File: config.mk
export PLATFORM = sky130hd
export DESIGN_NAME = t8h_timer
export DESIGN_NICKNAME = d
export VERILOG_FILES = /design/src/t8h_pkg.sv /design/src/t8h_timer.sv
export SDC_FILE = /design/constraint.sdc
export NUM_CORES = 1
export LEC_CHECK = 0
export BUFFER_PORTS_ARGS = -buffer_cell sky130_fd_sc_hd__buf_4
export CAP_MARGIN = 20
export CORE_ASPECT_RATIO = 1.75
export CORE_MARGIN = 5
export CORE_UTILIZATION = 55
export DETAILED_ROUTE_END_ITERATION = 10
export PLACE_DENSITY = 0.76
export SETUP_SLACK_MARGIN = 0.1
export SLEW_MARGIN = 20
export SYNTH_ARGS = -nofsm -noshare
export SYNTH_HDL_FRONTEND = slang
export SYNTH_SLANG_ARGS = --single-unit
File: constraint.sdc
create_clock -name core_clk -period 5.7 [get_ports core_clk]
set_input_delay 1.71 -clock core_clk [delete_from_list [all_inputs] [get_ports core_clk]]
set_output_delay 1.71 -clock core_clk [all_outputs]
set_load 0.05 [all_outputs]
File: src/t8h_pkg.sv
/*
 * Constants for the 8-bit interval / PWM timer: register addresses, mode register fields,
 * reset values and timing figures.
 * Assumes a byte-wide register port with a 16-bit address, driven on core_clk.
 */
package t8h_pkg;

	// ----------------------------------------------------------------
	// register addresses
	// ----------------------------------------------------------------
	localparam logic [15:0] T8H_ADDR_PORT1_DIR = 16'hff21;
	localparam logic [15:0] T8H_ADDR_PORT1_LATCH = 16'hff01;
	localparam logic [15:0] T8H_ADDR_PERIOD = 16'hff0e;
	localparam logic [15:0] T8H_ADDR_DUTY = 16'hff0f;
	localparam logic [15:0] T8H_ADDR_MODE = 16'hff69;
	localparam logic [15:0] T8H_ADDR_COUNT = 16'hff6a;

	// ----------------------------------------------------------------
	// mode register fields
	// ----------------------------------------------------------------
	localparam int T8H_MODE_EN_BIT = 7;
	localparam int T8H_MODE_CKS_LSB = 4;
	localparam int T8H_MODE_MD_LSB = 2;
	localparam int T8H_MODE_LEV_BIT = 1;
	localparam int T8H_MODE_OE_BIT = 0;
	localparam logic [1:0] T8H_MD_INTERVAL = 2'h0;
	localparam logic [1:0] T8H_MD_PWM = 2'h2;

	// ----------------------------------------------------------------
	// reset values and timing
	// ----------------------------------------------------------------
	localparam logic [7:0] T8H_RST_PORT1_DIR = 8'hff;
	localparam logic [7:0] T8H_RST_ZERO = 8'h00;
	localparam logic [1:0] T8H_DUTY_SETTLE = 2'h3;
	localparam int T8H_TIMER_PIN = 5;

endpackage

File: src/t8h_timer.sv
/*
 * 8-bit up-counting timer with period and duty compare, interval and PWM modes,
 * plus the port 1 direction and output latch registers that route its output to a pin.
 * Assumes the register port is synchronous to core_clk; no assertions live here.
 */
`timescale 1ns/10ps
module t8h_timer #(
	parameter int CNT_W = 8
) (
	input wire logic core_clk,
	input wire logic rst_b,
	input wire logic [15:0] reg_addr,
	input wire logic [7:0] reg_wdata,
	input wire logic reg_wr,
	input wire logic reg_rd,
	output logic [7:0] reg_rdata,
	output logic match_irq,
	output logic timer_out_pin,
	output logic [7:0] port1_out,
	output logic [7:0] port1_oe
);
	import t8h_pkg::*;

	// ----------------------------------------------------------------
	// registers
	// ----------------------------------------------------------------
	logic [7:0] port1_direction;
	logic [7:0] port1_latch;
	logic [7:0] timer_mode_reg;
	logic [CNT_W-1:0] period_compare;
	logic [CNT_W-1:0] duty_compare;
	logic [CNT_W-1:0] duty_active;
	logic [CNT_W-1:0] count;
	logic [7:0] prescale;
	logic duty_pending;
	logic [1:0] duty_age;
	logic cmp_duty;
	logic first_mask;
	logic out_act;
	logic tick;

	logic count_enable_bit;
	logic [2:0] clock_select_field;
	logic [1:0] mode;
	logic out_level_bit;
	logic out_enable_bit;
	logic wr_mode;
	logic wr_duty;
	logic start;
	logic period_hit;
	logic duty_hit;

	function automatic logic addr_is(input logic [15:0] a, input logic [15:0] b);
		addr_is = (a == b);
	endfunction

	assign count_enable_bit = timer_mode_reg[T8H_MODE_EN_BIT];
	assign clock_select_field = timer_mode_reg[T8H_MODE_CKS_LSB +: 3];
	assign mode = timer_mode_reg[T8H_MODE_MD_LSB +: 2];
	assign out_level_bit = timer_mode_reg[T8H_MODE_LEV_BIT];
	assign out_enable_bit = timer_mode_reg[T8H_MODE_OE_BIT];
	assign wr_mode = reg_wr && addr_is(reg_addr, T8H_ADDR_MODE);
	assign wr_duty = reg_wr && addr_is(reg_addr, T8H_ADDR_DUTY);
	assign start = wr_mode && reg_wdata[T8H_MODE_EN_BIT] && !count_enable_bit;
	assign period_hit = (count == period_compare) && !(mode == T8H_MD_PWM && cmp_duty);
	// duty compare only exists in pwm mode
	assign duty_hit = (mode == T8H_MD_PWM) && cmp_duty && (count == duty_active);

	// ----------------------------------------------------------------
	// register writes
	// ----------------------------------------------------------------
	always_ff @(posedge core_clk or negedge rst_b) begin
		if (!rst_b) begin
			port1_direction <= T8H_RST_PORT1_DIR;
			port1_latch <= T8H_RST_ZERO;
			period_compare <= '0;
			duty_compare <= '0;
		end else if (reg_wr) begin
			if (addr_is(reg_addr, T8H_ADDR_PORT1_DIR))
				port1_direction <= reg_wdata;
			if (addr_is(reg_addr, T8H_ADDR_PORT1_LATCH))
				port1_latch <= reg_wdata;
			// period is trusted not to change while running
			if (addr_is(reg_addr, T8H_ADDR_PERIOD))
				period_compare <= reg_wdata[CNT_W-1:0];
			if (wr_duty)
				duty_compare <= reg_wdata[CNT_W-1:0];
		end
	end

	// other mode bits are frozen while counting
	always_ff @(posedge core_clk or negedge rst_b) begin
		if (!rst_b) begin
			timer_mode_reg <= T8H_RST_ZERO;
		end else if (wr_mode) begin
			if (count_enable_bit)
				timer_mode_reg[T8H_MODE_EN_BIT] <= reg_wdata[T8H_MODE_EN_BIT];
			else
				timer_mode_reg <= reg_wdata;
		end
	end

	always_ff @(posedge core_clk or negedge rst_b) begin
		if (!rst_b) begin
			reg_rdata <= T8H_RST_ZERO;
		end else if (reg_rd) begin
			case (reg_addr)
				T8H_ADDR_PORT1_DIR: reg_rdata <= port1_direction;
				T8H_ADDR_PORT1_LATCH: reg_rdata <= port1_latch;
				T8H_ADDR_PERIOD: reg_rdata <= 8'(period_compare);
				T8H_ADDR_DUTY: reg_rdata <= 8'(duty_compare);
				T8H_ADDR_MODE: reg_rdata <= timer_mode_reg;
				T8H_ADDR_COUNT: reg_rdata <= 8'(count);
				default: reg_rdata <= T8H_RST_ZERO;
			endcase
		end
	end

	// ----------------------------------------------------------------
	// count clock: core_clk divided by 2^clock_select_field
	// ----------------------------------------------------------------
	always_ff @(posedge core_clk or negedge rst_b) begin
		if (!rst_b) begin
			prescale <= T8H_RST_ZERO;
			tick <= 1'b0;
		end else if (!count_enable_bit) begin
			prescale <= T8H_RST_ZERO;
			tick <= 1'b0;
		end else begin
			prescale <= prescale + 8'h01;
			tick <= ((prescale & ((8'h01 << clock_select_field) - 8'h01)) == 8'h00);
		end
	end

	// ----------------------------------------------------------------
	// duty double buffer
	// ----------------------------------------------------------------
	always_ff @(posedge core_clk or negedge rst_b) begin
		if (!rst_b) begin
			duty_active <= '0;
			duty_pending <= 1'b0;
			duty_age <= 2'h0;
		end else if (!count_enable_bit) begin
			duty_active <= duty_compare;
			duty_pending <= 1'b0;
			duty_age <= 2'h0;
		end else if (wr_duty) begin
			duty_pending <= 1'b1;
			duty_age <= 2'h0;
		end else if (tick) begin
			// new value moves over on a duty match, only once it has aged three count clocks
			if (duty_hit && !first_mask && duty_pending && duty_age == T8H_DUTY_SETTLE) begin
				duty_active <= duty_compare;
				duty_pending <= 1'b0;
			end else if (duty_age != T8H_DUTY_SETTLE) begin
				duty_age <= duty_age + 2'h1;
			end
		end
	end

	// ----------------------------------------------------------------
	// counter, compare select and output state
	// ----------------------------------------------------------------
	always_ff @(posedge core_clk or negedge rst_b) begin
		if (!rst_b) begin
			count <= '0;
			cmp_duty <= 1'b0;
			first_mask <= 1'b0;
			out_act <= 1'b0;
			match_irq <= 1'b0;
		end else if (!count_enable_bit) begin
			count <= '0;
			cmp_duty <= 1'b0;
			first_mask <= start && reg_wdata[T8H_MODE_MD_LSB +: 2] == T8H_MD_PWM;
			out_act <= 1'b0;
			match_irq <= 1'b0;
		end else begin
			match_irq <= 1'b0;
			if (tick) begin
				if (first_mask) begin
					first_mask <= 1'b0;
				end else if (period_hit) begin
					count <= '0;
					match_irq <= 1'b1;
					if (mode == T8H_MD_PWM) begin
						out_act <= 1'b1;
						cmp_duty <= 1'b1;
					end else begin
						out_act <= !out_act;
					end
				end else begin
					count <= count + 1'b1;
					if (duty_hit) begin
						out_act <= 1'b0;
						cmp_duty <= 1'b0;
					end
				end
			end
		end
	end

	// ----------------------------------------------------------------
	// pins
	// ----------------------------------------------------------------
	always_ff @(posedge core_clk or negedge rst_b) begin
		if (!rst_b) begin
			timer_out_pin <= 1'b0;
			port1_out <= T8H_RST_ZERO;
			port1_oe <= T8H_RST_ZERO;
		end else begin
			// active level is the inverse of the default level
			timer_out_pin <= out_enable_bit ? (out_act ^ out_level_bit) : out_level_bit;
			port1_oe <= ~port1_direction;
			port1_out <= port1_latch;
			// timer output ORs onto the latch, so a zero latch passes it through
			port1_out[T8H_TIMER_PIN] <= port1_latch[T8H_TIMER_PIN]
				| (out_enable_bit ? (out_act ^ out_level_bit) : out_level_bit);
		end
	end

endmodule

==> reports/metrics.csv, run 1 <==
metric,value,unit
outcome,finished clean,
drtIter0Drc,220,
firstDrtPassIters,5,
cts_tree,done,
rsz0062_at_grt,false,
die_y,130,µm
power.static_leakage,2.42,nW
drive_gt1_frac,0.330,
path_cells,buf_4 > nor2b_1 > nand4_1 > nor4_4 > mux2_2,
cts.repair.resized,0,
routabilityCongestion,0.914,
dpl.hpwl,7610,µm
cts.path.max_buffers,2,
worstSetupPathType,in -> reg,
crit_path_max_incr_delay,0.61,ns
gr-usage-met3,0.0345,
critPathCaptureType,flip-flop,
ioPinCount,54,
synth_top_area_frac,0.487,
grt_pass1_wl,16500,µm
die_area,10200,µm²
tightest_slew,0.946,ns
ir_worst_vdd,168,µV
synth_area_per_cell,11.7,µm²
clock_latency,0.34,ns
ys_types,51,
syn_inst,388,
ys_warn_count,0,
min_period,3.53,ns
pwr-share-clk,0.419,
start_util,0.568,
timing.final.crit_share,0.619,
core_area,7960,µm²
wl_per_cell,19.1,µm
p_seq_frac,0.525,
ctsHtreeMaxLevel,3,
syn_nets,420,
synth_area_leader_cell,dfrtp_1,
cts.sinks,96,
routed_wl,10200,µm
dp_slack,1.79,ns
grt_pass1_vias,3321,
ys_seq_area_frac,0.533,
root_buffer,clkbuf_16,
max_slew_margin,0.365,
tns,0,ns
critPathMaxFanout,11,
grt_busiest_layer,met2,
yosys_register_bits,96,
synth.most_common_cell,dfrtp_1,
switching_share,0.234,
drt-vias-per-instance,6.10,
synth_ff_type,dfrtp_1,
hp-class,reg -> reg,
nets,470,
grt_usage,0.213,
switching_power,0.307,mW
cp_slowest_cell,nor4_4,
crit_path_start_kind,input port,
cp_top_family,simple AND/OR/NAND/NOR gates,
vias,3249,
drv_slew,0,
drcViolationCount,0,
die_w,78.6,µm
setup_violations,0,
powerDensity,251,nW/µm²
cts.clk_slew.worst_paths,0.07,ns
synthTopCellsByArea,"dfrtp_1, mux2_2, dfstp_2",
fin_skew,0.00842,ns
use_met1,0.222,
grt_max_degree,50,
hold_viol,0,
crit_required,5.93,ns
area_delta_synth_final,15.5,%
arrival,3.76,ns
fmax,283,MHz
cts_buffers,9,
max_cap_violations,0,
diodes,0,
netlist_area,4520,µm²
cts_setup_buffers,0,
worst-path-buf-inv,1,
ys_async_sr_fraction,1.00,
placement_rows,43,
setup_slack,2.17,ns
use_met2,0.404,
synth_edf_count,0,
p_comb_frac,0.055,
synthTopCellsByCount,"dfrtp_1, mux2_2, nand2_1, nor2_1, a21oi_1",
portBuffers,53,
grt_overflow,0,
p_int,1.00,mW
ctsHoldBuffers,0,
ant_nets,0,
antenna_found_initial,0,
power by group through the flow:
| stage | Sequential (mW) | Combinational [mW] | Clock, mW |
|---|---|---|---|
| after global routing | 0.688 | 0.0783 | 0.587 |
| after global placement | 0.701 | 0.0720 | 0 |
| after CTS | 0.688 | 0.0734 | 0.559 |
| final | 0.688 | 0.0724 | 0.550 |
| after floorplan | 0.714 | 0.0142 | 0 |
| after detailed placement | 0.701 | 0.0733 | 0 |
final cells by class:
| type | instances | area, µm² |
|---|---|---|
| flip-flops and latches | 96 | 2410 |
| inverters | 14 | 52.6 |
| repair buffers | 54 | 405 |
| well taps | 90 | 113 |
| fillers | 633 | 2740 |
| clock buffers | 9 | 225 |
| clock inverters | 7 | 46.3 |
| multi-input cells | 263 | 1970 |
layer usage:
layer | wire [µm] | part of all wire
met3 | 367 | 0.036
met5 | 0 | 0
met1 | 3700 | 0.36
met4 | 386 | 0.038
met2 | 5730 | 0.56
worst reg2reg max path: stages, from the launching register on:
cell and delay (ns):
dfrtp_1 0.49, xnor2_1 0.29, nand3_1 0.12, or4_4 0.54
o31ai_4 0.46, mux2_2 0.40
cells in the final DEF (no fill, tap or decap), drive strengths merged, types with 4 or more instances in the layout:
cell type / n
xnor2: 12
nand4: 5
dfstp: 8
or2: 4
buf: 54
clkbuf: 9
a31oi: 5
dfrtp: 88
a21oi: 16
xor2: 12
nor2b: 6
nor4: 7
mux2: 55
nand2: 29
a22o: 8
nand3: 11
nor3: 9
and3: 4
clkinv: 4
o21ai: 14
a222oi: 5
ha: 4
nor2: 22
nand2b: 4
inv: 14
path summary, 6_finish.rpt:
check | from | end | slack, ns | cells after the start
setup / recovery | reg_addr[0] | timer_mode_reg[0]$_DFFE_PN0P_ | 2.17 | 5
hold / removal | port1_latch[7]$_DFFE_PN0P_ | port1_out[7]$_DFF_PN0_ | 0.40 | 0
setup reg to reg | count[5]$_DFFE_PN0P_ | duty_active[5]$_DFFE_PN0P_ | 3.29 | 5
hold reg to reg | port1_latch[7]$_DFFE_PN0P_ | port1_out[7]$_DFF_PN0_ | 0.40 | 0
max in group asynchronous | rst_b | count[7]$_DFFE_PN0P_ | 3.31 | 2
min in group asynchronous | rst_b | port1_out[4]$_DFF_PN0_ | 1.37 | 1
cell families after synthesis:
family,synth area share
adders and majority gates,0.0111
buffers and inverters,0.0307
DFF,0.533
and+or+nand+nor,0.142
muxes,0.144
AOI/OAI and AO/OA,0.0935
xor gates and xnor gates,0.0465
per-stage QoR:
step / utilization / total power [mW] / hold WS [ns] / std cells / area (µm²)
3_3_place_gp: 0.622 / 0.773 / 0.376 / 517 / 4960
2_1_floorplan: - / 0.728 / 0.367 / 388 / 4520
3_5_place_dp: 0.622 / 0.774 / 0.384 / 517 / 4960
5_1_grt: 0.657 / 1.35 / 0.413 / 533 / 5230
4_1_cts: 0.657 / 1.32 / 0.399 / 533 / 5230
6_report: 0.657 / 1.31 / 0.396 / 533 / 5230
No activity file was read; power rests on OpenSTA's default activity.
==> run 2: changes to the inputs <==
Settings changed: CORE_UTILIZATION 55 to 52, PLACE_DENSITY 0.76 to 0.75.
Clock period 5.7 ns to 3 ns, I/O delays scaled along.
==> reports/metrics.csv, run 2 (synthesis results as in run 1) <==
metric,value,unit
p_total,2.60,mW
grt_max_degree,51,
grt_usage,0.204,
r2r_slack,0.66,ns
p_comb_frac,0.054,
max_cap_violations,0,
worstSetupPathType,in -> reg,
final_cell_mix,"dfrtp_1, buf_4, mux2_2, nand2_1, nor2_1",
cts_setup_buffers,0,
tightest_slew,0.723,ns
cts_buffers,9,
max_slew_margin,0.513,
hold_path.startpoint,port1_latch[6]$_DFFE_PN0P_,
hold_viol,0,
portBuffers,53,
area_delta_synth_final,19.1,%
core_area,8610,µm²
ctsHoldBuffers,0,
drcViolationCount,0,
crit_path_end,duty_active[4]$_DFFE_PN0P_,
fin_area,5390,µm²
vias,3227,
r2r_start,count[5]$_DFFE_PN0P_,
arrival,2.61,ns
clock_latency,0.35,ns
cts.sinks,96,
nets,481,
wl_per_cell,18.0,µm
diodes,0,
fmax,420,MHz
fillers,675,
ant_nets,0,
timing.final.crit_share,0.794,
placement_rows,45,
die_w,80.5,µm
p_int,2.01,mW
crit_path_start_kind,input port,
routabilityCongestion,0.877,
ctsHtreeMaxLevel,3,
drv_slew,0,
setup_violations,0,
critPathMaxFanout,12,
drtIter0Drc,272,
routed_wl,10300,µm
min_period,2.38,ns
cts.clk_slew.worst_paths,0.07,ns
powerDensity,483,nW/µm²
die_area,10700,µm²
pwr-share-clk,0.444,
cts.path.max_buffers,2,
cts.repair.resized,0,
fin_skew,0.00576,ns
die_y,133,µm
ff2ff_path_depth,5,
switching_share,0.230,
drt-vias-per-instance,5.65,
antenna_found_initial,0,
drive_gt1_frac,0.346,
switching_power,0.599,mW
tns,0,ns
firstDrtPassIters,5,
root_buffer,clkbuf_16,
dpl.hpwl,7660,µm
final_common_cell,dfrtp_1,
hp-class,reg -> reg,
placed_cell_area,5080,µm²
grt_pass1_vias,3369,
grt_pass1_wl,16700,µm
grt_overflow,0,
p_seq_frac,0.502,
rsz0062_at_grt,false,
ioPinCount,54,
r2r_end,duty_active[4]$_DFFE_PN0P_,
critPathCaptureType,flip-flop,
crit_start,reg_addr[5],
outcome,finished clean,
crit_required,3.23,ns
start_util,0.525,
post-route-util,0.626,
power.static_leakage,2.50,nW
cts_tree,done,
ir_worst_vdd,345,µV
-- run 2: cell types whose count changed in the layout (fill, tap and decap cells not counted), sizes merged --
| cell | previous run | this run |
|---|---|---|
| clkinvlp | 3 | 1 |
| buf | 54 | 65 |
| inv | 14 | 15 |
| bufinv | 0 | 1 |
-- run 2: worst min path at each step --
stage | endpoint | slack, ns | cells past startpoint
finish | port1_out[6]$_DFF_PN0_ | 0.40 | 0
global route | port1_out[7]$_DFF_PN0_ | 0.41 | 0
CTS | port1_out[7]$_DFF_PN0_ | 0.40 | 0
detailed placement | port1_out[7]$_DFF_PN0_ | 0.39 | 0
global placement | port1_out[2]$_DFF_PN0_ | 0.38 | 0
floorplan | port1_out[0]$_DFF_PN0_ | 0.37 | 0
-- run 2: power groups by stage --
| stage | Clock [mW] | Combinational, mW | Sequential (mW) |
|---|---|---|---|
| 3_3_place_gp | 0 | 0.139 | 1.33 |
| 6_report | 1.16 | 0.141 | 1.31 |
| 3_5_place_dp | 0 | 0.142 | 1.33 |
| 4_1_cts | 1.17 | 0.142 | 1.31 |
| 2_1_floorplan | 0 | 0.0271 | 1.36 |
| 5_1_grt | 1.23 | 0.152 | 1.31 |
-- run 2: cell type report --
type                    instances  area, µm²  share of cell area
flip-flops and latches         96       2410               0.448
multi-input cells             263       1970               0.366
repair buffers                 65        500              0.0929
clock buffers                   9        225              0.0418
well taps                     117        146              0.0272
clock inverters                 7       80.1              0.0149
inverters                      14       52.6             0.00975
-- run 2: layer usage --
layer / vias up / share of wire / track usage / wire (µm)
met2: 72 / 0.56 / 0.369 / 5800
met3: 23 / 0.032 / 0.0304 / 324
li1: 1529 / - / - / -
met4: 0 / 0.033 / 0.107 / 336
met5: - / 0 / 0 / 0
met1: 1603 / 0.37 / 0.224 / 3820
-- run 2: worst max-delay path, stage by stage --
cell and delay [ns]:
buf_4 0.17, nand4bb_1 0.27, or4_1 0.59, nor3_2 0.21, o31ai_4 0.17, mux2_2 0.30
-- run 2: metrics by stage --
stage | setup WS, ns | instances | hold WS [ns]
floorplan | 0.558 | 388 | 0.367
global placement | 0.318 | 555 | 0.375
detailed placement | 0.281 | 555 | 0.391
CTS | 0.635 | 571 | 0.405
global route | 0.551 | 571 | 0.407
finish | 0.617 | 571 | 0.404
==> run 3: changes to the inputs <==
Settings changed: ABC_AREA set to 1, CORE_UTILIZATION 52 to 55.
Clock period 3 ns to 2.2 ns, I/O delays scaled along.
==> reports/metrics.csv, run 3 <==
metric,value,unit
synth_area_leader_cell,dfrtp_1,
wl_per_cell,16.5,µm
placement_rows,46,
drtIter0Drc,282,
max_slew_margin,0.661,
r2r_start,count[0]$_DFFE_PN0P_,
p_comb_frac,0.095,
drt-vias-per-instance,5.39,
cts.path.max_buffers,2,
synth_ff_type,dfrtp_1,
drv_slew,0,
antenna_found_initial,0,
p_int,2.90,mW
firstDrtPassIters,5,
root_buffer,clkbuf_16,
cts.sinks,96,
setup_slack,0.404,ns
grt_max_degree,97,
rsz0062_at_grt,false,
die_w,81.9,µm
cts_tree,done,
ys_types,37,
crit_path_start_kind,flip-flop,
yosys_register_bits,96,
core_area,8980,µm²
synthTopCellsByArea,"dfrtp_1, nand2_1, nand3_1",
p_total,3.87,mW
critPathCaptureType,flip-flop,
synthTopCellsByCount,"nand2_1, dfrtp_1, inv_1, nand3_1, nor2_1",
routed_wl,12600,µm
diodes,0,
cts_setup_buffers,0,
dp_slack,0.233,ns
drcViolationCount,0,
syn_nets,621,
crit_required,2.41,ns
drive_gt1_frac,0.212,
final_cell_mix,"nand2_1, dfrtp_1, inv_1, nand3_1, buf_4",
power.static_leakage,2.81,nW
synth_area_per_cell,8.45,µm²
tns,0,ns
synth_edf_count,0,
critPathMaxFanout,5,
outcome,finished clean,
arrival,2.01,ns
fin_skew,0.00790,ns
area_delta_synth_final,15.5,%
ctsHtreeMaxLevel,3,
syn_inst,589,
netlist_area,4980,µm²
setup_violations,0,
p_seq_frac,0.496,
grt_usage,0.253,
grt_pass1_wl,21000,µm
cts.repair.resized,0,
ir_worst_vdd,581,µV
synth_top_area_frac,0.443,
worstSetupPathType,reg -> reg,
ys_seq_area_frac,0.485,
hold_slack,0.348,ns
fin_area,5750,µm²
pwr-share-clk,0.409,
start_util,0.554,
ioPinCount,54,
tightest_slew,0.508,ns
ant_nets,0,
cts.clk_slew.worst_paths,0.07,ns
switching_power,0.971,mW
grt_pass1_vias,4234,
die_y,136,µm
portBuffers,53,
fmax,557,MHz
ys_warn_count,0,
switching_share,0.251,
max_cap_violations,0,
placed_cell_area,5440,µm²
hold_viol,0,
ys_async_sr_fraction,1.00,
ctsHoldBuffers,0,
vias,4129,
final_common_cell,nand2_1,
timing.final.crit_share,0.817,
synth.most_common_cell,nand2_1,
r2r_slack,0.40,ns
grt_overflow,0,
min_period,1.80,ns
powerDensity,674,nW/µm²
routabilityCongestion,0.919,
dpl.hpwl,9630,µm
r2r_end,count[6]$_DFFE_PN0P_,
hp-class,in -> async,
clock_latency,0.35,ns
cts_buffers,9,
ff2ff_path_depth,8,
die_area,11100,µm²
nets,673,
run 3: critical path, stage by stage (launching register included):
cell	delay [ns]
dfrtp_1	0.46
inv_1	0.17
nand2_1	0.07
nand2_1	0.06
nand3_1	0.08
nor2_1	0.16
nand2_1	0.17
o21ai_1	0.42
nor2_1	0.09
run 3: worst max-delay path by stage:
stage | start | slack [ns] | cells after the start | end
finish | count[0]$_DFFE_PN0P_ | 0.40 | 8 | count[6]$_DFFE_PN0P_
global route | timer_mode_reg[6]$_DFFE_PN0P_ | 0.27 | 9 | tick$_DFF_PN0_
CTS | count[0]$_DFFE_PN0P_ | 0.42 | 8 | count[6]$_DFFE_PN0P_
detailed placement | reg_addr[7] | 0.23 | 7 | period_compare[5]$_DFFE_PN0P_
global placement | reg_addr[7] | 0.28 | 7 | period_compare[2]$_DFFE_PN0P_
floorplan | reg_addr[7] | 0.52 | 7 | period_compare[7]$_DFFE_PN0P_
run 3: cell type report:
class / instances / area, µm²
Fill cell: 799 / 3230
Sequential cell: 96 / 2410
Multi-Input combinational cell: 409 / 2170
Timing Repair Buffer: 56 / 445
Inverter: 69 / 262
Clock buffer: 11 / 243
Tap cell: 120 / 150
Clock inverter: 5 / 63.8
run 3: cell families (layout without fill, tap and decap cells):
| logic type | Yosys count | count (layout) | synth area share |
|---|---|---|---|
| compound gates | 82 | 82 | 0.0966 |
| xor+xnor | 15 | 15 | 0.0264 |
| fa+ha+maj | 4 | 4 | 0.0101 |
| buf+inv | 84 | 141 | 0.0790 |
| flops | 96 | 96 | 0.485 |
| simple gates | 308 | 308 | 0.303 |
run 3: power by group through the flow:
stage                     clock [mW]  combinational [mW]  sequential [mW]
after floorplan                    0               0.213             1.94
after global placement             0               0.346             1.95
after detailed placement           0               0.370             1.95
after CTS                       1.61               0.373             1.92
after global routing            1.70               0.422             1.93
final                           1.59               0.366             1.92
run 3: stage by stage:
stage           util  std cells
2_1_floorplan      -        589
3_3_place_gp   0.606        750
3_5_place_dp   0.606        750
4_1_cts        0.640        766
5_1_grt        0.640        766
6_report       0.640        766
run 3: metal layers:
| layer | vias to the layer above | share of wire | global-route usage |
|---|---|---|---|
| li1 | 2000 | - | - |
| met1 | 1946 | 0.36 | 0.278 |
| met2 | 134 | 0.54 | 0.442 |
| met3 | 49 | 0.045 | 0.0451 |
| met4 | 0 | 0.054 | 0.146 |
| met5 | - | 0 | 0 |
